`src/epsm_pkg.sv`:
```
`default_nettype none
package epsm_pkg;
    // ****************************************************************
    // Register map and field layout
    // ****************************************************************
    localparam int unsigned ADDR_W        = 8;
    localparam logic [7:0]  OFF_MODE      = 8'h00;
    localparam logic [7:0]  OFF_STEER     = 8'h04;
    localparam logic [7:0]  OFF_SDCTL     = 8'h08;
    localparam logic [7:0]  OFF_DUTYH     = 8'h0C;
    localparam logic [7:0]  OFF_FLAGS     = 8'h10;
    localparam logic [7:0]  MODE_RST      = 8'h00;
    localparam logic [7:0]  STEER_RST     = 8'h01;
    localparam logic [7:0]  SDCTL_RST     = 8'h00;
    localparam logic [7:0]  DUTYH_RST     = 8'h00;
    localparam int unsigned CFG_MSB       = 7;
    localparam int unsigned CFG_LSB       = 6;
    localparam int unsigned DLO_MSB       = 5;
    localparam int unsigned DLO_LSB       = 4;
    localparam int unsigned SEL_MSB       = 3;
    localparam int unsigned STEER_SYNC    = 4;
    localparam int unsigned SD_STAT       = 7;
    localparam int unsigned SD_RSEN       = 6;
    localparam int unsigned SD_AC_MSB     = 3;
    localparam int unsigned SD_AC_LSB     = 2;
    localparam int unsigned SD_BD_MSB     = 1;
    localparam int unsigned SD_TRI_BIT    = 1;
    localparam int unsigned FLG_UNIT      = 0;
    localparam int unsigned FLG_PER       = 1;
    // ****************************************************************
    // Mode and configuration codes
    // ****************************************************************
    localparam logic [3:0]  MS_OFF        = 4'h0;
    localparam logic [3:0]  MS_TOGGLE     = 4'h2;
    localparam logic [3:0]  MS_CAP_FALL   = 4'h4;
    localparam logic [3:0]  MS_CAP_RISE   = 4'h5;
    localparam logic [3:0]  MS_CAP_4      = 4'h6;
    localparam logic [3:0]  MS_CAP_16     = 4'h7;
    localparam logic [3:0]  MS_CMP_SET    = 4'h8;
    localparam logic [3:0]  MS_CMP_CLR    = 4'h9;
    localparam logic [3:0]  MS_CMP_SW     = 4'hA;
    localparam logic [3:0]  MS_TRIG       = 4'hB;
    localparam logic [1:0]  UPPER_PWM     = 2'b11;
    localparam logic [1:0]  CFG_SINGLE    = 2'b00;
    localparam logic [1:0]  CFG_FWD       = 2'b01;
    localparam logic [1:0]  CFG_HALF      = 2'b10;
    localparam logic [1:0]  CFG_REV       = 2'b11;
    localparam logic [3:0]  CAP4_LAST     = 4'h3;
    localparam logic [3:0]  CAP16_LAST    = 4'hF;
    localparam logic [1:0]  PER_FULL      = 2'h2;
    localparam logic [1:0]  RESP_OKAY     = 2'b00;
    localparam logic [1:0]  RESP_SLVERR   = 2'b10;
    typedef enum logic [2:0] {FN_OFF, FN_RSVD, FN_CAPTURE, FN_COMPARE, FN_PWM} epsm_func_e;
endpackage
`default_nettype wire

```
`src/epsm_pin_stage.sv`:
```
`default_nettype none
module epsm_pin_stage (
    input  wire logic [3:0] own,
    input  wire logic [3:0] act_lvl,
    input  wire logic [3:0] pol_low,
    input  wire logic       sd_force,
    input  wire logic [1:0] sd_ac,
    input  wire logic [1:0] sd_bd,
    input  wire logic [3:0] port_latch,
    input  wire logic [3:0] port_drive,
    output logic      [3:0] pin_out,
    output logic      [3:0] pin_oe
);
    import epsm_pkg::*;

    // ****************************************************************
    // Per pin output mux
    // ****************************************************************
    // Shutdown is combinational so it acts without waiting for a clock
    genvar gi;
    generate
        for (gi = 0; gi < 4; gi++)
        begin : g_pin
            logic [1:0] sd_st;
            assign sd_st = (gi % 2 == 0) ? sd_ac : sd_bd;
            // RULE_20 pair shutdown state
            assign pin_out[gi] = !own[gi] ? port_latch[gi]
                               : sd_force ? sd_st[0] : (act_lvl[gi] ^ pol_low[gi]);
            assign pin_oe[gi]  = port_drive[gi] && !(own[gi] && sd_force && sd_st[SD_TRI_BIT]);
        end
    endgenerate
endmodule
`default_nettype wire

```
`src/epsm_top.sv`:
```
// Behaviour
// RULE_01: Upper mode bits 11 with configuration 00 select single-output steering.
// RULE_02: Each steer enable routes the same PWM signal to its own pin.
// RULE_03: In steering, low mode bits set polarity of the steered pins.
// RULE_04: Shutdown forces only pins whose steer enable is set.
// RULE_05: Firmware sets at least one steer enable to see PWM anywhere.
// RULE_06: Sync bit 0 applies a steering write immediately, possibly truncating.
// RULE_07: Sync bit 1 holds a steering write until next period start.
// RULE_08: Codes 1100-1111: bit0 makes B/D active-low, bit1 makes A/C active-low.
// RULE_09: Period flag is set as the second PWM period begins.
// RULE_10: Firmware waits one full PWM cycle before enabling pin drivers.
// RULE_11: Firmware chooses polarity before enabling pin drivers.
// RULE_12: Config 00 single, 01 forward bridge, 10 half bridge, 11 reverse.
// RULE_13: Non-PWM modes keep A for capture/compare, B/C/D return to port.
// RULE_14: Duty low bits form the two LSBs below the duty high byte.
// RULE_15: Code 0000 turns off and resets; 0001 and 0011 do nothing.
// RULE_16: Capture codes: falling, rising, every 4th, every 16th rising edge.
// RULE_17: Compare codes: toggle, set, clear, flag only; 1000-1010 set flag.
// RULE_18: Code 1011 resets timer, sets flag, second unit starts conversion.
// RULE_19: Simple units take any 11xx as PWM with no configuration bits.
// RULE_20: Shutdown sets status and forces pairs low, high or tri-state.
// RULE_21: Unsteered pins in single mode fall back to the port latch.
`default_nettype none
module epsm_top #(
    parameter bit ENHANCED    = 1'b1,
    parameter bit SECOND_UNIT = 1'b0
) (
    input  wire logic                       aclk,
    input  wire logic                       aresetn,
    input  wire logic [epsm_pkg::ADDR_W-1:0] awaddr,
    input  wire logic [2:0]                 awprot,
    input  wire logic                       awvalid,
    output logic                            awready,
    input  wire logic [31:0]                wdata,
    input  wire logic [3:0]                 wstrb,
    input  wire logic                       wvalid,
    output logic                            wready,
    output logic [1:0]                      bresp,
    output logic                            bvalid,
    input  wire logic                       bready,
    input  wire logic [epsm_pkg::ADDR_W-1:0] araddr,
    input  wire logic [2:0]                 arprot,
    input  wire logic                       arvalid,
    output logic                            arready,
    output logic [31:0]                     rdata,
    output logic [1:0]                      rresp,
    output logic                            rvalid,
    input  wire logic                       rready,
    input  wire logic                       pwm_in,
    input  wire logic                       period_start,
    input  wire logic                       compare_match,
    input  wire logic                       cap_in,
    input  wire logic                       shutdown_req,
    input  wire logic                       adc_enable,
    input  wire logic [3:0]                 port_latch,
    input  wire logic [3:0]                 port_drive,
    output logic [3:0]                      pin_out,
    output logic [3:0]                      pin_oe,
    output logic [9:0]                      duty_value,
    output logic                            capture_strobe,
    output logic                            timer_reset,
    output logic                            adc_start
);
    import epsm_pkg::*;

    logic [7:0] mode_r, steer_r, steer_act_r, sdctl_r, dutyh_r;
    logic [1:0] flags_r;
    logic       aw_hold_r, w_hold_r, wstrb0_r;
    logic [7:0] aw_addr_r, w_data_r;
    logic       wr_fire;
    logic [1:0] per_cnt_r;
    logic       pwm_run_r, cmp_pin_r, cap_prev_r;
    logic [3:0] cap_cnt_r;
    logic [3:0] own, act_lvl, pol_low;
    logic       sd_force, steering, cap_hit;
    epsm_func_e func;

    // ****************************************************************
    // Decode helpers
    // ****************************************************************
    function automatic logic reg_hit(input logic [7:0] a);
        reg_hit = (a == OFF_MODE) || (a == OFF_STEER) || (a == OFF_SDCTL)
               || (a == OFF_DUTYH) || (a == OFF_FLAGS);
    endfunction

    function automatic epsm_func_e mode_func(input logic [3:0] m);
        unique case (m)
            4'h0:                   mode_func = FN_OFF;
            4'h1, 4'h3:             mode_func = FN_RSVD;
            4'h2, 4'h8, 4'h9, 4'hA, 4'hB: mode_func = FN_COMPARE;
            4'h4, 4'h5, 4'h6, 4'h7: mode_func = FN_CAPTURE;
            4'hC, 4'hD, 4'hE, 4'hF: mode_func = FN_PWM;
        endcase
    endfunction

    assign func     = mode_func(mode_r[SEL_MSB:0]);
    // RULE_01 steering select
    assign steering = (func == FN_PWM) && (!ENHANCED || mode_r[CFG_MSB:CFG_LSB] == CFG_SINGLE);

    // ****************************************************************
    // AXI4-Lite write channel
    // ****************************************************************
    // Address and data are caught separately so either may come first
    assign awready = !aw_hold_r && !bvalid;
    assign wready  = !w_hold_r && !bvalid;
    assign wr_fire = aw_hold_r && w_hold_r && !bvalid;

    always_ff @(posedge aclk)
    begin
        if (!aresetn)
        begin
            aw_hold_r <= 1'b0;
            w_hold_r  <= 1'b0;
            aw_addr_r <= 8'h00;
            w_data_r  <= 8'h00;
            wstrb0_r  <= 1'b0;
            bvalid    <= 1'b0;
            bresp     <= RESP_OKAY;
        end
        else
        begin
            if (awvalid && awready)
            begin
                aw_hold_r <= 1'b1;
                aw_addr_r <= awaddr;
            end
            if (wvalid && wready)
            begin
                w_hold_r <= 1'b1;
                w_data_r <= wdata[7:0];
                wstrb0_r <= wstrb[0];
            end
            if (wr_fire)
            begin
                aw_hold_r <= 1'b0;
                w_hold_r  <= 1'b0;
                bvalid    <= 1'b1;
                bresp     <= reg_hit(aw_addr_r) ? RESP_OKAY : RESP_SLVERR;
            end
            else if (bvalid && bready)
                bvalid <= 1'b0;
        end
    end

    // ****************************************************************
    // AXI4-Lite read channel
    // ****************************************************************
    assign arready = !rvalid;

    always_ff @(posedge aclk)
    begin
        if (!aresetn)
        begin
            rvalid <= 1'b0;
            rdata  <= 32'h0000_0000;
            rresp  <= RESP_OKAY;
        end
        else if (arvalid && arready)
        begin
            rvalid <= 1'b1;
            rresp  <= reg_hit(araddr) ? RESP_OKAY : RESP_SLVERR;
            unique case (araddr)
                OFF_MODE:  rdata <= {24'h00_0000, mode_r};
                OFF_STEER: rdata <= {24'h00_0000, steer_r};
                OFF_SDCTL: rdata <= {24'h00_0000, sdctl_r};
                OFF_DUTYH: rdata <= {24'h00_0000, dutyh_r};
                OFF_FLAGS: rdata <= {30'h0000_0000, flags_r};
                default:   rdata <= 32'h0000_0000;
            endcase
        end
        else if (rvalid && rready)
            rvalid <= 1'b0;
    end

    // ****************************************************************
    // Software registers
    // ****************************************************************
    always_ff @(posedge aclk)
    begin
        if (!aresetn)
        begin
            mode_r  <= MODE_RST;
            dutyh_r <= DUTYH_RST;
        end
        else if (wr_fire && wstrb0_r)
        begin
            // RULE_19 simple unit config
            if (aw_addr_r == OFF_MODE)
                mode_r <= ENHANCED ? w_data_r : {2'b00, w_data_r[DLO_MSB:0]};
            if (aw_addr_r == OFF_DUTYH)
                dutyh_r <= w_data_r;
        end
    end

    // RULE_14 ten-bit duty
    always_ff @(posedge aclk)
    begin
        if (!aresetn)
            duty_value <= 10'h000;
        else
            duty_value <= {dutyh_r, mode_r[DLO_MSB:DLO_LSB]};
    end

    // ****************************************************************
    // Steering register and its update point
    // ****************************************************************
    always_ff @(posedge aclk)
    begin
        if (!aresetn)
        begin
            steer_r     <= STEER_RST;
            steer_act_r <= STEER_RST;
        end
        else
        begin
            if (wr_fire && wstrb0_r && aw_addr_r == OFF_STEER)
                steer_r <= {3'b000, w_data_r[STEER_SYNC:0]};
            // RULE_06 immediate steering
            if (wr_fire && wstrb0_r && aw_addr_r == OFF_STEER && !w_data_r[STEER_SYNC])
                steer_act_r <= {3'b000, w_data_r[STEER_SYNC:0]};
            // RULE_07 period aligned steering
            else if (period_start && steer_r[STEER_SYNC])
                steer_act_r <= steer_r;
        end
    end

    // ****************************************************************
    // Shutdown status
    // ****************************************************************
    // Firmware writes to the status bit are ignored while the request is up
    always_ff @(posedge aclk)
    begin
        if (!aresetn)
            sdctl_r <= SDCTL_RST;
        else
        begin
            if (wr_fire && wstrb0_r && aw_addr_r == OFF_SDCTL)
                sdctl_r <= shutdown_req ? {sdctl_r[SD_STAT], w_data_r[SD_RSEN:0]} : w_data_r;
            // RULE_20 status set wins
            if (shutdown_req && func == FN_PWM)
                sdctl_r[SD_STAT] <= 1'b1;
            else if (sdctl_r[SD_RSEN] && !(wr_fire && aw_addr_r == OFF_SDCTL && wstrb0_r))
                sdctl_r[SD_STAT] <= 1'b0;
        end
    end

    // Restart only on a period boundary so no runt pulse reaches the bridge
    always_ff @(posedge aclk)
    begin
        if (!aresetn)
            pwm_run_r <= 1'b1;
        else if (sdctl_r[SD_STAT] || shutdown_req)
            pwm_run_r <= 1'b0;
        else if (period_start)
            pwm_run_r <= 1'b1;
    end

    assign sd_force = (func == FN_PWM) && (shutdown_req || sdctl_r[SD_STAT] || !pwm_run_r);

    // ****************************************************************
    // Period flag and compare or capture events
    // ****************************************************************
    always_ff @(posedge aclk)
    begin
        if (!aresetn || func != FN_PWM)
            per_cnt_r <= 2'h0;
        else if (period_start && per_cnt_r != PER_FULL)
            per_cnt_r <= per_cnt_r + 2'h1;
    end

    always_ff @(posedge aclk)
    begin
        if (!aresetn)
            flags_r <= 2'b00;
        else
        begin
            if (wr_fire && wstrb0_r && aw_addr_r == OFF_FLAGS)
                flags_r <= flags_r & ~w_data_r[1:0];
            // RULE_09 second period flag
            if (func == FN_PWM && period_start && per_cnt_r != 2'h0)
                flags_r[FLG_PER] <= 1'b1;
            // RULE_17 compare flag
            if (compare_match && mode_r[SEL_MSB:0] >= MS_CMP_SET
                && mode_r[SEL_MSB:0] <= MS_TRIG)
                flags_r[FLG_UNIT] <= 1'b1;
            if (cap_hit)
                flags_r[FLG_UNIT] <= 1'b1;
        end
    end

    // Initial level of the set and clear modes is taken on the mode write
    logic cmp_init;
    assign cmp_init = wr_fire && wstrb0_r && aw_addr_r == OFF_MODE;

    // RULE_17 compare pin
    always_ff @(posedge aclk)
    begin
        if (!aresetn)
            cmp_pin_r <= 1'b0;
        else if (cmp_init && (w_data_r[SEL_MSB:0] == MS_CMP_SET
                 || w_data_r[SEL_MSB:0] == MS_CMP_CLR))
            cmp_pin_r <= (w_data_r[SEL_MSB:0] == MS_CMP_CLR);
        else if (mode_r[SEL_MSB:0] == MS_OFF)
            cmp_pin_r <= 1'b0;
        else if (mode_r[SEL_MSB:0] == MS_TOGGLE && compare_match)
            cmp_pin_r <= !cmp_pin_r;
        else if (mode_r[SEL_MSB:0] == MS_CMP_SET)
            cmp_pin_r <= compare_match ? 1'b1 : cmp_pin_r;
        else if (mode_r[SEL_MSB:0] == MS_CMP_CLR)
            cmp_pin_r <= compare_match ? 1'b0 : cmp_pin_r;
    end

    // RULE_18 special event trigger
    always_ff @(posedge aclk)
    begin
        if (!aresetn)
        begin
            timer_reset <= 1'b0;
            adc_start   <= 1'b0;
        end
        else
        begin
            timer_reset <= compare_match && mode_r[SEL_MSB:0] == MS_TRIG;
            adc_start   <= compare_match && mode_r[SEL_MSB:0] == MS_TRIG
                           && SECOND_UNIT && adc_enable;
        end
    end

    // RULE_16 capture edge select
    always_comb
    begin
        unique case (mode_r[SEL_MSB:0])
            MS_CAP_FALL: cap_hit = cap_prev_r && !cap_in;
            MS_CAP_RISE: cap_hit = !cap_prev_r && cap_in;
            MS_CAP_4:    cap_hit = !cap_prev_r && cap_in && cap_cnt_r[1:0] == CAP4_LAST[1:0];
            MS_CAP_16:   cap_hit = !cap_prev_r && cap_in && cap_cnt_r == CAP16_LAST;
            default:     cap_hit = 1'b0;
        endcase
    end

    // RULE_15 off resets prescaler
    always_ff @(posedge aclk)
    begin
        if (!aresetn)
        begin
            cap_prev_r <= 1'b0;
            cap_cnt_r  <= 4'h0;
        end
        // Track the pin while idle so entering capture sees no false edge
        else if (func != FN_CAPTURE)
        begin
            cap_prev_r <= cap_in;
            cap_cnt_r  <= 4'h0;
        end
        else
        begin
            cap_prev_r <= cap_in;
            if (!cap_prev_r && cap_in)
                cap_cnt_r <= cap_cnt_r + 4'h1;
        end
    end

    always_ff @(posedge aclk)
    begin
        if (!aresetn)
            capture_strobe <= 1'b0;
        else
            capture_strobe <= cap_hit;
    end

    // ****************************************************************
    // Output routing per mode
    // ****************************************************************
    always_comb
    begin
        own     = 4'b0000;
        act_lvl = 4'b0000;
        pol_low = 4'b0000;
        // RULE_13 capture compare on A
        if (func == FN_COMPARE && mode_r[SEL_MSB:0] != MS_CMP_SW
            && mode_r[SEL_MSB:0] != MS_TRIG)
        begin
            own[0]     = 1'b1;
            act_lvl[0] = cmp_pin_r;
        end
        else if (func == FN_PWM && !ENHANCED)
        begin
            own[0]     = 1'b1;
            act_lvl[0] = pwm_in;
        end
        else if (func == FN_PWM)
        begin
            // RULE_03 steered pin polarity
            // RULE_08 pair polarity
            pol_low = {mode_r[0], mode_r[1], mode_r[0], mode_r[1]};
            // RULE_12 configuration decode
            unique case (mode_r[CFG_MSB:CFG_LSB])
                CFG_SINGLE:
                begin
                    // RULE_02 steer enables
                    // RULE_21 unsteered to port
                    own     = steer_act_r[3:0];
                    act_lvl = {4{pwm_in}};
                end
                CFG_FWD:
                begin
                    own     = 4'b1111;
                    act_lvl = {pwm_in, 1'b0, 1'b0, 1'b1};
                end
                CFG_HALF:
                begin
                    own     = 4'b0011;
                    act_lvl = {1'b0, 1'b0, !pwm_in, pwm_in};
                end
                CFG_REV:
                begin
                    own     = 4'b1111;
                    act_lvl = {1'b0, 1'b1, pwm_in, 1'b0};
                end
            endcase
        end
    end

    // RULE_04 shutdown on owned pins
    epsm_pin_stage u_pins (
        .own        (own),
        .act_lvl    (act_lvl),
        .pol_low    (pol_low),
        .sd_force   (sd_force),
        .sd_ac      (sdctl_r[SD_AC_MSB:SD_AC_LSB]),
        .sd_bd      (sdctl_r[SD_BD_MSB:0]),
        .port_latch (port_latch),
        .port_drive (port_drive),
        .pin_out    (pin_out),
        .pin_oe     (pin_oe)
    );
endmodule
`default_nettype wire

```
`config.mk`:
```
export PLATFORM = sky130hd
export DESIGN_NAME = epsm_top
export DESIGN_NICKNAME = d
export VERILOG_FILES = /design/src/epsm_pkg.sv /design/src/epsm_pin_stage.sv /design/src/epsm_top.sv
export SDC_FILE = /design/constraint.sdc
export NUM_CORES = 1
export LEC_CHECK = 0
export ABC_AREA = 0
export BUFFER_PORTS_ARGS = -buffer_cell sky130_fd_sc_hd__buf_2
export CAP_MARGIN = 0
export CORE_MARGIN = 2
export CORE_UTILIZATION = 55
export CTS_BUF_LIST = sky130_fd_sc_hd__clkbuf_4
export CTS_CLUSTER_SIZE = 16
export DETAILED_ROUTE_END_ITERATION = 16
export PLACE_DENSITY_LB_ADDON = 0.2
export SLEW_MARGIN = 20
export SYNTH_ARGS = -nofsm -noshare
export SYNTH_HDL_FRONTEND = slang
export SYNTH_SLANG_ARGS = --single-unit
```
`constraint.sdc`:
```
create_clock -name aclk -period 5.16 [get_ports aclk]
set_clock_uncertainty 0.2 [all_clocks]
set_input_delay 0 -clock aclk [delete_from_list [all_inputs] [get_ports aclk]]
set_output_delay 0 -clock aclk [all_outputs]
set_load 0.005 [all_outputs]
```
Word-level counts from Yosys, hierarchy flattened
Memories as Yosys holds them, arrays and structs flattened. A register that Yosys moved wholly into a read port is not among the register bits.
Index checks and enable logic that the tools add are counted.

word-level totals
  bits in registers = 113
  latch bits = 0
  bits in writable memories = 0
  ROM bits = 48
  input bits = 79
  word-level logic and storage cells = 213
  memories = 1

memory list
  name              words  bits a word  read ports  clocked after Yosys merged registers in  write ports  RTL line        source
  (name not given)  16     3            1           1                                        0            epsm_top.sv:87  unique case (m)

operators by class
  $add $sub $neg = 2
  $mul = 0
  divide/modulo/power cells = 0
  magnitude comparators = 2
  eq/ne operators = 33
  shifts and indexed selects = 0
  muxes and demuxes = 47
  bitwise logic cells = 7
  reductions and logical operators = 95

operators by type and width
  kind                                                              count
  1-bit logical AND                                                 47
  8-bit one-hot mux with 5 select lines                             1
  8-bit by 4-bit == test with 1-bit output (second input constant)  4
  4-bit two-way mux                                                 8
  1-bit two-way mux                                                 28
  4-bit == test (second input constant)                             6
  4-bit by 3-bit == test with 1-bit output (second input constant)  4
  8-bit by 3-bit == test with 1-bit output (second input constant)  2
  8-bit by 5-bit == test with 1-bit output (second input constant)  2
  1-bit logical NOT                                                 16
  8-bit logical NOT                                                 2
  8-bit two-way mux                                                 2
  4-bit one-hot mux with 4 select lines                             1
  1-bit logical OR                                                  12
  4-bit one-hot mux with 3 select lines                             1
  2-bit nonzero test                                                6
  5-bit != test (second input constant)                             2
  4-bit != test (second input constant)                             2
  2-bit == test (second input constant)                             3
  2-bit two-way mux                                                 3
  3-bit two-way mux                                                 2
  2-bit AND reduction                                               3
  3-bit nonzero test                                                2
  2-bit OR reduction                                                3
  other kinds (21)                                                  24

Longest topological paths before layout
Gate-level depths: netlist of run 1.

  word-level depth = 9
  depth in mapped cells = 7
  mapped depth without buffers = 6

Modules after synthesis
Synthesis of run 1 repeated with hierarchy kept, for this count alone.

second synthesis, totals
  cell total of the unflattened synthesis = 491
  area total of the unflattened synthesis = 4276.6 um^2

by module, submodules not included
  module          times used  cells each  area an instance (um^2)  sequential area each (um^2)
  epsm_top        1           466         4087.7                   1801.7
  epsm_pin_stage  1           25          188.9                    0.0

Least setup slack after synthesis of run 1
OpenSTA, ideal clock, no wires.

  path kind = reg-to-reg
  start point = register aw_addr_r[0]
  end point = register steer_act_r[0]
  setup time = 69 ps
  arrival time = 1805 ps
  slack = 3086 ps
  stages on the path, launching flop included = 7
  clock period less this slack = 2074 ps
  path through = dfxtp_1 or4_4 nor4_4 nand2b_2 buf_6 and3_1 o21ai_1

on the way
  word-level cells in the longest chain between the ends = 4
  elaborated cells on any way between the ends = 5
  classes of those cells = eq/ne (1); mux (1); reduce/logical (3)

RTL lines
  item                                                     RTL line         source
  start, declared                                          epsm_top.sv:69   logic [7:0] aw_addr_r, w_data_r;
  start signal, assigned                                   epsm_top.sv:125  aw_addr_r <= awaddr;
  8-bit by 3-bit == test with 1-bit output (*)             epsm_top.sv:219  if (wr_fire && wstrb0_r && aw_addr_r == OFF_STEER && !w_data_r[STEER_SYNC])
  1-bit logical AND (*) (2 in a row)                       epsm_top.sv:219
  4-bit two-way mux or 2-bit nonzero test (tied branches)  n/a
  end signal, assigned                                     epsm_top.sv:220  steer_act_r <= {3'b000, w_data_r[STEER_SYNC:0]};
  end signal, assigned                                     epsm_top.sv:223  steer_act_r <= steer_r;
  end, declared                                            epsm_top.sv:66   logic [7:0] mode_r, steer_r, steer_act_r, sdctl_r, dutyh_r;

Mark *: on every way between the ends. The rest lies on a longest branch, timed or not.
A chain may end at the register's enable or synchronous reset.

Worst setup path in the final report of run 1
  start point = register bvalid
  end point = register w_data_r[0]

on the way
  word-level cells in the longest chain between the ends = 3

RTL lines
  item                    RTL line         source
  start, declared         epsm_top.sv:39   output logic bvalid,
  start signal, assigned  epsm_top.sv:117  bvalid <= 1'b0;
  start signal, assigned  epsm_top.sv:137  bvalid <= 1'b1;
  start signal, assigned  epsm_top.sv:141  bvalid <= 1'b0;
  1-bit logical NOT       epsm_top.sv:105  assign wready = !w_hold_r && !bvalid;
  1-bit logical AND       epsm_top.sv:105
  1-bit logical AND       epsm_top.sv:127  if (wvalid && wready)
  end signal, assigned    epsm_top.sv:130  w_data_r <= wdata[7:0];
  end, declared           epsm_top.sv:69

Every way passes these cells.

==> metrics.csv, run 1 <==
stage,metric,value,unit
power_and_ir_drop,total_power,1.24,mW
yosys,synth_cells,503,
route,drcViolationCount,0,
yosys,syn_avg_cell_area,8.42,um2
sta,setup_viol,0,
floorplan,io_pins,141,
global_routing,grt_pass1_wl,17.8,mm
floorplan,die_y,91.8,um
clock_tree,max-clock-path-buffers,2,
sta,fmax,375,MHz
route,vias,3950,
sta,holdWs,0.0284,ns
yosys,ys_seq_elements,90,
yosys,post-synth-top-area-cell,dfxtp_1,
placement,place_worst_setup_slack,2.65,ns
yosys,synth_top_area_share,0.425,
layout,drive_above_1_share,0.173,
floorplan,start_util,0.575,
floorplan,fp.coreArea,7370,um2
clock_tree,clockRootBuffer,clkbuf_4,
layout,finalNonFillerCells,741,
worst_setup_path,end_kind,register,
sta,rsz0062_at_grt,false,
layout,nets,719,
route,drt_pre_antenna_iters,4,
route,wl_per_cell,14.6,um
clock_tree,cts-buffers-inserted,9,
yosys,synthFlopType,dfxtp_1,
worst_setup_path,start_kind,register,
floorplan,placementRows,31,
worst_setup_path,setup.worst_path.class,reg -> reg,
hold_path,hp-class,in -> reg,
floorplan,fp.dieW,91.8,um
sta,max-slew-margin-rel,0.495,
clock_tree,clk_pin_slew_worst_paths,0.15,ns
status,status,"finished, final reports clean",
clock_tree,clk_latency,0.44,ns
global_routing,grt_pass1_vias,3762,
clock_tree,cts_tree,done,
yosys,ys_seq_area_frac,0.425,
worst_setup_path,worst_path_max_delay_cell,dlygate4sd3_1,
floorplan,die-area,8420,um2
worst_setup_path,slowest_delay,0.59,ns
yosys,syn_area,4240,um2
worst_setup_path,cp_max_fo,10,
placement,portBuffers,79,
power_and_ir_drop,power.density,230,nW/um2
placement,dpl_cell_area,4530,um2
sta,tightest_slew,0.754,ns
sta,tns,0,ns
yosys,synth_edf_count,0,
worst_setup_path,cp.arrival,2.86,ns
worst_setup_path,crit_buf_inv,2,
route,via_per_inst,5.33,
sta,finalHoldViolCount,0,
clock_tree,cts.sinks,90,
layout,fillers,566,
worst_setup_path,cp_common_cell,dlygate4sd3_1,
yosys,yosysWarnings,0,
layout,post-route-util,0.728,
sta,postLayoutSetupSlackWorst,2.49,ns
yosys,async_flop_share,0,
route,drt-initial-drc-count,251,
yosys,synth_area_leaders,"dfxtp_1 43%, mux2i_1 7.8%, nand2_1 7.5%",
yosys,synth.distinct_cells,52,
layout,n_antenna_cell,0,
power_and_ir_drop,p_leak,2.30,nW
global_routing,grt_overflow,0,
layout,syn2layout_area_growth,26.7,%
worst_setup_path,crit_chain,"nor2_1, and2_1, nand2_1, dlygate4sd3_1, a21oi_1, dlygate4sd3_1",
sta,fin_crit_sh,0.517,
run,cap_violations,0,
global_routing,grt_max_degree,62,
route,routed_wl,10.8,mm
worst_setup_path,cp.required,5.35,ns
global_routing,antenna_found_initial,0,
clock_tree,cts_resized,0,
clock_tree,ctsHtreeMaxLevel,3,
sta,finalCriticalPeriod,2.67,ns
route,ant_nets,0,
power_and_ir_drop,irDropWorstVdd,0.209,mV
layout,final_area,5370,um2
worst_setup_path,cp_top_family,buffers and inverters,
global_routing,grtUsageTotal,0.262,
sta,slew_viol_final,0,
placement,gp_congestion,0.842,
placement,dp_cells,653,
placement,dp_hpwl,6.54,mm
[sequential cells by signal (all words and copies together), names as in the netlist, 2 cells and up]
signal / cells
func: 3
sdctl_r: 8
duty_value: 10
steer_r: 5
flags_r: 2
per_cnt_r: 2
cap_cnt_r: 4
mode_r: 8
aw_addr_r: 8
w_data_r: 8
rdata: 8
dutyh_r: 8
steer_act_r: 4
[synthesized netlist by cell type, types with 7 or more instances]
library cell / instances
a21oi_1: 47
clkbuf_1: 22
nand3_1: 13
dfxtp_1: 90
buf_4: 27
nor3_1: 9
a211oi_1: 7
and2_1: 14
inv_1: 8
nor2_1: 52
nand2_1: 85
o21a_1: 8
o21ai_0: 17
mux2i_1: 33
[placed cells by master (no fill, tap or decap), types with 2 or more instances in the layout]
cell type	Yosys	layout
nand2b_1	2	2
nand2_1	85	85
mux2_2	3	3
dfxtp_1	90	90
nand3b_1	3	3
a31oi_1	5	5
nand4_1	2	2
a21oi_1	47	47
clkinv_2	0	3
buf_2	3	79
and2_1	14	14
inv_1	8	8
a211oi_1	7	7
nor3_1	9	9
ha_1	3	3
clkbuf_4	0	9
dlygate4sd3_1	0	72
o21a_1	8	8
and3_1	2	2
mux4_2	3	3
nor2_1	52	52
nor3b_1	3	3
conb_1	1	27
nand3_1	13	13
o21ai_0	17	17
nor2b_1	6	6
nor4_4	2	2
xor2_1	2	2
a32o_1	2	2
mux2i_1	33	33
xnor2_1	6	6
[worst reg2reg max path, delay by kind of cell (launching register included)]
family	cells	cell delay, ns
compound gates	1	0.16
buf+inv	2	1.15
simple gates	3	0.70
flops	1	0.39
[where the power goes]
group,leakage [nW],internal [mW],switching (mW),total [mW]
logic,1.51,0.0856,0.0797,0.165
registers,0.729,0.709,0.0208,0.730
clock network,0.0635,0.0976,0.242,0.340
[area by class of cell]
cell class              instances  area (um2)  area share
repair buffers                152        1120       0.209
flip-flops and latches         90        1800       0.336
clock inverters                 7        43.8     0.00816
clock buffers                   9        67.6      0.0126
multi-input cells             375        2170       0.405
well taps                      99         124      0.0231
inverters                       9        33.8     0.00630
[logic make-up (layout without fill, tap and decap cells)]
logic type / count (synthesis) / after routing / synth area share
and+or+nand+nor: 206 / 206 / 0.236
adders and majority gates: 3 / 3 / 0.00886
muxes: 39 / 39 / 0.102
DFF: 90 / 90 / 0.425
AOI/OAI and AO/OA: 92 / 92 / 0.125
xor gates and xnor gates: 8 / 8 / 0.0165
buffers and inverters: 64 / 177 / 0.0851
other: 1 / 27 / 0.000885
[per-layer routing]
layer	part of all wire	vias to the layer above	global-route usage
met5	0	-	0
met4	0.026	0	0.113
met3	0.061	27	0.0353
met2	0.48	143	0.440
met1	0.43	1854	0.338
li1	-	1926	-
[path summary, 6_finish.rpt]
kind,from,end,slack (ns),cells past startpoint
max reg2reg,bvalid$_SDFFE_PN0P_,w_data_r[0]$_SDFFE_PN0P_,2.49,6
min,araddr[3],rdata[7]$_SDFFE_PN0P_,0.03,5
max,bvalid$_SDFFE_PN0P_,w_data_r[0]$_SDFFE_PN0P_,2.49,6
min reg2reg,rdata[5]$_SDFFE_PN0P_,rdata[5]$_SDFFE_PN0P_,0.26,2
[what timing repair did]
action / in CTS / in global routing
setup buffers: 0 / 0
endpoints found under the hold margin: 61 / 0
hold buffers: 72 / 0
Power figures use the tool's default switching activity.
==> run 2: changes to the inputs <==
--- a/config.mk
+++ b/config.mk
@@ -9,7 +9,7 @@
 export BUFFER_PORTS_ARGS = -buffer_cell sky130_fd_sc_hd__buf_2
 export CAP_MARGIN = 0
 export CORE_MARGIN = 2
-export CORE_UTILIZATION = 55
+export CORE_UTILIZATION = 47
 export CTS_BUF_LIST = sky130_fd_sc_hd__clkbuf_4
 export CTS_CLUSTER_SIZE = 16
 export DETAILED_ROUTE_END_ITERATION = 16
==> constraint.sdc (replaced) <==
create_clock -name aclk -period 2.2 [get_ports aclk]
set_clock_uncertainty 0.2 [all_clocks]
set_input_delay 0 -clock aclk [delete_from_list [all_inputs] [get_ports aclk]]
set_output_delay 0 -clock aclk [all_outputs]
set_load 0.005 [all_outputs]
==> run 2 against run 1 <==
Via count is 3.1% lower; utilization shrank 11 points; sequential share of layout area shrank 0.056 points; maximum frequency up 22%; count of clock-buffer cells in the layout increased by 1; critical path depth stayed put; first-iteration DRC count is 14% lower; worst hold slack better by 0.040 ns; clock power increased to 2.7 times the previous value; sequential power up 130%; non-clock buffer count decreased by 3; critical path type unchanged; largest power group unchanged.
==> metrics.csv, run 2 (synthesis gave the netlist of run 1 again) <==
stage,metric,value,unit,change
status,status,"finished, final reports clean",,
sta,fin_crit_sh,0.995,,+0.478
worst_setup_path,setup.worst_path.class,reg -> reg,,
worst_setup_path,end_kind,register,,
power_and_ir_drop,irDropWorstVdd,0.317,mV,+51%
placement,dpl_cell_area,4650,um2,+2.5%
layout,layout_common_cells,"84 x dfxtp_1, 83 x nand2_1, 78 x buf_2, 54 x dlygate4sd3_1, 52 x nor2_1",,
power_and_ir_drop,power.density,554,nW/um2,+140%
clock_tree,cts_tree,done,,
floorplan,die_y,98.9,um,+7.8%
route,drt_pre_antenna_iters,4,,unchanged
global_routing,grt_overflow,0,,unchanged
hold_path,hp-start,port_drive[2],,
run,cap_violations,0,,unchanged
clock_tree,clockRootBuffer,clkbuf_4,,
route,via_per_inst,5.12,,-3.9%
hold_path,hp-class,in -> out,,
hold_path,whs_endpoint,pin_oe[2],,
clock_tree,max-clock-path-buffers,2,,unchanged
floorplan,fp.coreArea,8720,um2,+18%
hold_path,hold_depth,3,,-2
worst_setup_path,r2r-start,aw_addr_r[6]$_SDFFE_PN0P_,,
clock_tree,clk_latency,0.45,ns,about the same
global_routing,grt_max_degree,60,,-3.2%
clock_tree,ctsHtreeMaxLevel,3,,unchanged
global_routing,grtUsageTotal,0.216,,-0.0463
worst_setup_path,cp.arrival,2.30,ns,-0.56 ns
sta,fmax,457,MHz,+22%
layout,regMostFlops,duty_value,,
layout,final_area,5410,um2,+0.86%
placement,portBuffers,79,,unchanged
layout,nets,716,,-0.42%
floorplan,fp.dieW,98.9,um,+7.8%
placement,gp_congestion,0.843,,about the same
clock_tree,cts.sinks,90,,unchanged
clock_tree,cts-buffers-inserted,9,,unchanged
clock_tree,clk_pin_slew_worst_paths,0.13,ns,-0.02 ns
floorplan,io_pins,141,,unchanged
worst_setup_path,rrSetupSlack,0.01,ns,-2.48 ns
layout,syn2layout_area_growth,27.8,%,
layout,n_antenna_cell,0,,unchanged
route,wl_per_cell,13.9,um,-4.7%
layout,drive_above_1_share,0.216,,+0.0431
route,routed_wl,10.4,mm,-4.0%
route,drcViolationCount,0,,unchanged
worst_setup_path,cp.required,2.31,ns,-3.04 ns
power_and_ir_drop,p_leak,2.31,nW,+0.27%
layout,largest_reg_flops,10,,unchanged
sta,setup_viol,0,,unchanged
placement,dp_hpwl,7.05,mm,+7.9%
sta,tightest_slew,0.623,ns,-0.131 ns
route,ant_nets,0,,unchanged
floorplan,placementRows,34,,+9.7%
layout,final_common_cell,dfxtp_1,,
floorplan,start_util,0.486,,-0.0891
power_and_ir_drop,total_power,3.00,mW,+140%
sta,max-slew-margin-rel,0.584,,+0.0894
worst_setup_path,rr_worst_depth,6,,unchanged
worst_setup_path,start_kind,register,,
sta,tns,0,ns,unchanged
worst_setup_path,r2r-end,sdctl_r[2]$_SDFFE_PN0P_,,
worst_setup_path,cp_max_fo,8,,-2
floorplan,die-area,9790,um2,+16%
sta,finalCriticalPeriod,2.19,ns,-0.478 ns
sta,rsz0062_at_grt,true,,
sta,finalHoldViolCount,0,,unchanged
route,vias,3828,,-3.1%
global_routing,antenna_found_initial,0,,unchanged
sta,slew_viol_final,0,,unchanged
global_routing,grt_pass1_wl,17.1,mm,-4.1%
global_routing,grt_pass1_vias,3596,,-4.4%
route,drt-initial-drc-count,215,,-14%
[run 2: changes by cell type in the layout (fill, tap and decap cells not counted), sizes merged]
cell | previous run | this run
dlygate4sd3 | 72 | 54
buf | 80 | 94
clkinv | 5 | 2
bufinv | 0 | 1
clkbuf | 9 | 10
clkinvlp | 1 | 2
dlymetal6s4s | 0 | 1
[run 2: worst max-delay path by stage]
stage / from / to / slack, ns / cells past startpoint
2_1_floorplan: aw_addr_r[0]$_SDFFE_PN0P_ / steer_act_r[0]$_SDFFE_PN1P_ / 0.13 / 6
3_3_place_gp: aw_addr_r[0]$_SDFFE_PN0P_ / func[0]$_DFF_P_ / 0.05 / 6
3_5_place_dp: aw_addr_r[0]$_SDFFE_PN0P_ / func[0]$_DFF_P_ / 0.008 / 6
4_1_cts: aw_addr_r[0]$_SDFFE_PN0P_ / func[0]$_DFF_P_ / 0.005 / 6
5_1_grt: aw_addr_r[6]$_SDFFE_PN0P_ / mode_r[7]$_SDFFE_PN0P_ / -0.10 / 6
6_report: aw_addr_r[6]$_SDFFE_PN0P_ / sdctl_r[2]$_SDFFE_PN0P_ / 0.01 / 6
[run 2: repair_timing]
action,CTS,global route
gates resized for setup,4,16
cloned,0,1
setup endpoints to repair,4,28
pin swaps,0,11
hold endpoints to repair,61,5
buffers inserted,0,2
hold buffers,56,1
[run 2: critical path, stage by stage (launching register included)]
cell and delay [ns]:
dfxtp_2 0.35, or4_4 0.58, nor4_4 0.33, nand3b_1 0.19, buf_6 0.20, mux2i_1 0.17, nor2_1 0.05
[run 2: power breakdown]
part	switching [mW]	internal [mW]	leakage, nW	total (mW)
clock network	0.570	0.362	0.0707	0.932
logic	0.175	0.182	1.50	0.357
registers	0.0467	1.66	0.733	1.71
total	0.792	2.20	2.31	3.00
[run 2: stage by stage]
step / hold slack [ns] / worst slack [ns] / utilization / instances
after floorplan: -0.110 / 0.126 / - / 529
after global placement: -0.0111 / 0.0493 / 0.533 / 674
after detailed placement: -0.00482 / 0.00805 / 0.533 / 674
after CTS: 0.0704 / 0.00489 / 0.615 / 746
after global routing: 0.0926 / -0.105 / 0.621 / 747
final: 0.0683 / 0.0120 / 0.621 / 747
[run 2: final cells by class]
type,count,area [um2]
clock buffer,10,75.1
multi-input combinational,375,2200
inverter,9,33.8
sequential,90,1810
clock inverter,6,66.3
tap,108,135
fill,763,3310
timing repair buffer,149,1080
[run 2: metal layers]
metal  global-route usage  part of all wire  up-vias
li1                     -                 -     1916
met1                0.293              0.45     1761
met2                0.351              0.47      137
met3               0.0326             0.068       14
met4               0.0748             0.018        0
met5                    0                 0        -
==> run 3: changes to the inputs <==
--- a/config.mk
+++ b/config.mk
@@ -8,6 +8,7 @@
 export ABC_AREA = 0
 export BUFFER_PORTS_ARGS = -buffer_cell sky130_fd_sc_hd__buf_2
 export CAP_MARGIN = 0
+export CORE_ASPECT_RATIO = 0.8
 export CORE_MARGIN = 2
 export CORE_UTILIZATION = 47
 export CTS_BUF_LIST = sky130_fd_sc_hd__clkbuf_4
==> run 3 against run 2 <==
Sequential share of layout area rose by 0.063 points; critical path depth did not move; routed wire length rose by 4.5%; first-iteration DRC count rose by 19%; non-clock buffer count did not move; critical path type unchanged; the flow now finishes with violations (negative setup slack); cell count rose by 0.40%; power fell by 4.2%; clock power fell by 15%; worst hold slack got worse by 0.0014 ns; utilization rose by 0.21 points.
==> metrics.csv, run 3 (synthesis gave the netlist of run 1 again) <==
stage,metric,value,unit,change
sta,tightest_slew,0.544,ns,-0.0795 ns
global_routing,grt_overflow,0,,unchanged
worst_setup_path,rr_worst_depth,6,,unchanged
global_routing,grt_max_degree,42,,-30%
clock_tree,ctsHtreeMaxLevel,3,,unchanged
clock_tree,clk_latency,0.44,ns,about the same
global_routing,grt_pass1_wl,16.9,mm,-1.3%
route,vias,3821,,-0.18%
placement,dp_hpwl,7.29,mm,+3.3%
sta,max-slew-margin-rel,0.637,,+0.0523
power_and_ir_drop,power.density,534,nW/um2,-3.5%
sta,rsz0062_at_grt,true,,
layout,n_antenna_cell,0,,unchanged
sta,slew_viol_final,0,,unchanged
hold_path,hp-class,in -> out,,
clock_tree,max-clock-path-buffers,2,,unchanged
worst_setup_path,crit_buf_inv,1,,unchanged
clock_tree,cts_tree,done,,
route,ant_nets,0,,unchanged
placement,portBuffers,79,,unchanged
layout,regMostFlops,duty_value,,
global_routing,antenna_found_initial,0,,unchanged
power_and_ir_drop,seqPwrFrac,0.596,,+0.026
floorplan,io_pins,141,,unchanged
global_routing,grtUsageTotal,0.225,,+0.00914
sta,finalHoldViolCount,0,,unchanged
sta,setup_viol,1,,+1
layout,drive_above_1_share,0.212,,-0.00436
status,violations,negative setup slack,,
power_and_ir_drop,power.share.clock,0.275,,-0.036
sta,fmax,453,MHz,-0.91%
hold_path,hold_depth,4,,+1
worst_setup_path,cp.required,2.35,ns,+0.04 ns
layout,final_common_cell,dfxtp_1,,
power_and_ir_drop,p_leak,2.27,nW,-1.4%
worst_setup_path,rrSetupSlack,-0.008,ns,-0.02 ns
power_and_ir_drop,swShare,0.275,,+0.0111
worst_setup_path,r2r-end,func[0]$_DFF_P_,,
worst_setup_path,setup.worst_path.class,reg -> reg,,
route,wl_per_cell,14.5,um,+4.1%
layout,multi_input_area,2200,um2,-0.11%
clock_tree,clk_pin_slew_worst_paths,0.14,ns,about the same
placement,place_worst_setup_slack,-0.00823,ns,-0.0163 ns
sta,holdWs,0.0669,ns,-0.00137 ns
worst_setup_path,slowest_delay,0.57,ns,about the same
floorplan,fp.coreArea,8630,um2,-1.0%
route,via_per_inst,5.09,,-0.58%
worst_setup_path,cp_max_fo,6,,-2
floorplan,fp.dieW,110,um,+11%
global_routing,grt_pass1_vias,3498,,-2.7%
hold_path,whs_endpoint,pin_out[0],,
layout,nets,716,,unchanged
floorplan,start_util,0.491,,+0.00493
clock_tree,clockRootBuffer,clkbuf_4,,
sta,fin_crit_sh,1.00,,+0.00918
floorplan,placementRows,30,,-12%
power_and_ir_drop,irDropWorstVdd,0.362,mV,+14%
worst_setup_path,end_kind,register,,
route,drcViolationCount,0,,unchanged
clock_tree,cts-buffers-inserted,9,,unchanged
worst_setup_path,crit_chain,"or4_4, or2_4, nor4b_4, buf_6, nor3_1, o21a_1",,
layout,layout_common_cells,"87 x dfxtp_1, 85 x nand2_1, 79 x buf_2, 56 x dlygate4sd3_1, 52 x nor2_1",,
power_and_ir_drop,intPower,2.08,mW,-5.6%
floorplan,die-area,9790,um2,about the same
route,drt_pre_antenna_iters,4,,unchanged
route,drt-initial-drc-count,256,,+19%
worst_setup_path,start_kind,register,,
sta,postLayoutSetupSlackWorst,-0.00823,ns,-0.0202 ns
layout,seqCellArea,1810,um2,-0.48%
worst_setup_path,r2r-start,aw_addr_r[0]$_SDFFE_PN0P_,,
floorplan,die_y,88.9,um,-10%
power_and_ir_drop,p_comb_frac,0.129,,+0.010
worst_setup_path,worst_path_max_delay_cell,or4_4,,
worst_setup_path,cp_top_family,simple AND/OR/NAND/NOR gates,,
layout,fillers,749,,-1.8%
worst_setup_path,cp.arrival,2.35,ns,+0.05 ns
sta,finalCriticalPeriod,2.21,ns,+0.0202 ns
placement,gp_congestion,0.838,,-0.52%
run,cap_violations,0,,unchanged
route,routed_wl,10.9,mm,+4.5%
clock_tree,cts.sinks,90,,unchanged
hold_path,hp-start,port_latch[0],,
worst_setup_path,setup.worst_path.start,aw_addr_r[0]$_SDFFE_PN0P_,,
status,status,finished with violations,,
layout,syn2layout_area_growth,26.9,%,
layout,largest_reg_flops,10,,unchanged
power_and_ir_drop,p_sw,0.791,mW,-0.17%
[run 3: changes by cell type in the layout (fill, tap and decap cells not counted), moves of 3 or more]
cell,before,now
a21oi_1,45,41
a21oi_2,2,6
buf_4,13,10
dfxtp_1,84,87
[run 3: through the flow]
stage	area (um2)	setup TNS [ns]	power, mW	util	instances
finish	5380	-0.00823	2.87	0.623	750
global placement	4640	0	2.01	0.537	676
floorplan	4330	0	1.94	-	529
global route	5380	-0.419	2.99	0.623	750
detailed placement	4640	-0.00823	2.02	0.537	676
CTS	5310	0	2.88	0.615	747
[run 3: timing repair]
item / in CTS / in global routing
hold buffers: 56 / 0
buffers inserted: 0 / 2
gates cloned: 0 / 1
gates resized for setup: 1 / 15
pin swaps: 0 / 9
endpoints found under the hold margin: 84 / 0
endpoints found under the setup margin: 1 / 26
[run 3: worst max path at each step]
stage	end	cells after the start
after floorplan	steer_act_r[0]$_SDFFE_PN1P_	6
after global placement	func[0]$_DFF_P_	6
after detailed placement	func[0]$_DFF_P_	6
after CTS	flags_r[0]$_SDFFE_PN0P_	6
after global routing	sdctl_r[2]$_SDFFE_PN0P_	6
final	func[0]$_DFF_P_	6
[run 3: final cells by class]
| class | count | share of cell area |
|---|---|---|
| inverter | 9 | 0.00628 |
| sequential | 90 | 0.336 |
| clock inverter | 6 | 0.00791 |
| timing repair buffer | 149 | 0.202 |
| multi-input combinational | 375 | 0.409 |
| clock buffer | 9 | 0.0126 |
| tap | 112 | 0.0261 |
[run 3: metal layers]
metal  global-route usage  routed length [um]
met5                    0                   0
met4               0.0568                 110
met3               0.0503                 568
met2                0.366                5020
met1                0.306                5160
[run 3: worst min-delay path, stage by stage]
cell,delay [ns]
buf_2,0.07
nand2_1,0.04
o31ai_1,0.05
buf_2,0.11
[run 3: power by group through the flow]
stage	Sequential, mW	Clock [mW]	Combinational, mW
6_report	1.71	0.790	0.371
2_1_floorplan	1.72	0	0.219
3_3_place_gp	1.74	0	0.271
3_5_place_dp	1.74	0	0.277
4_1_cts	1.71	0.810	0.359
5_1_grt	1.72	0.864	0.413
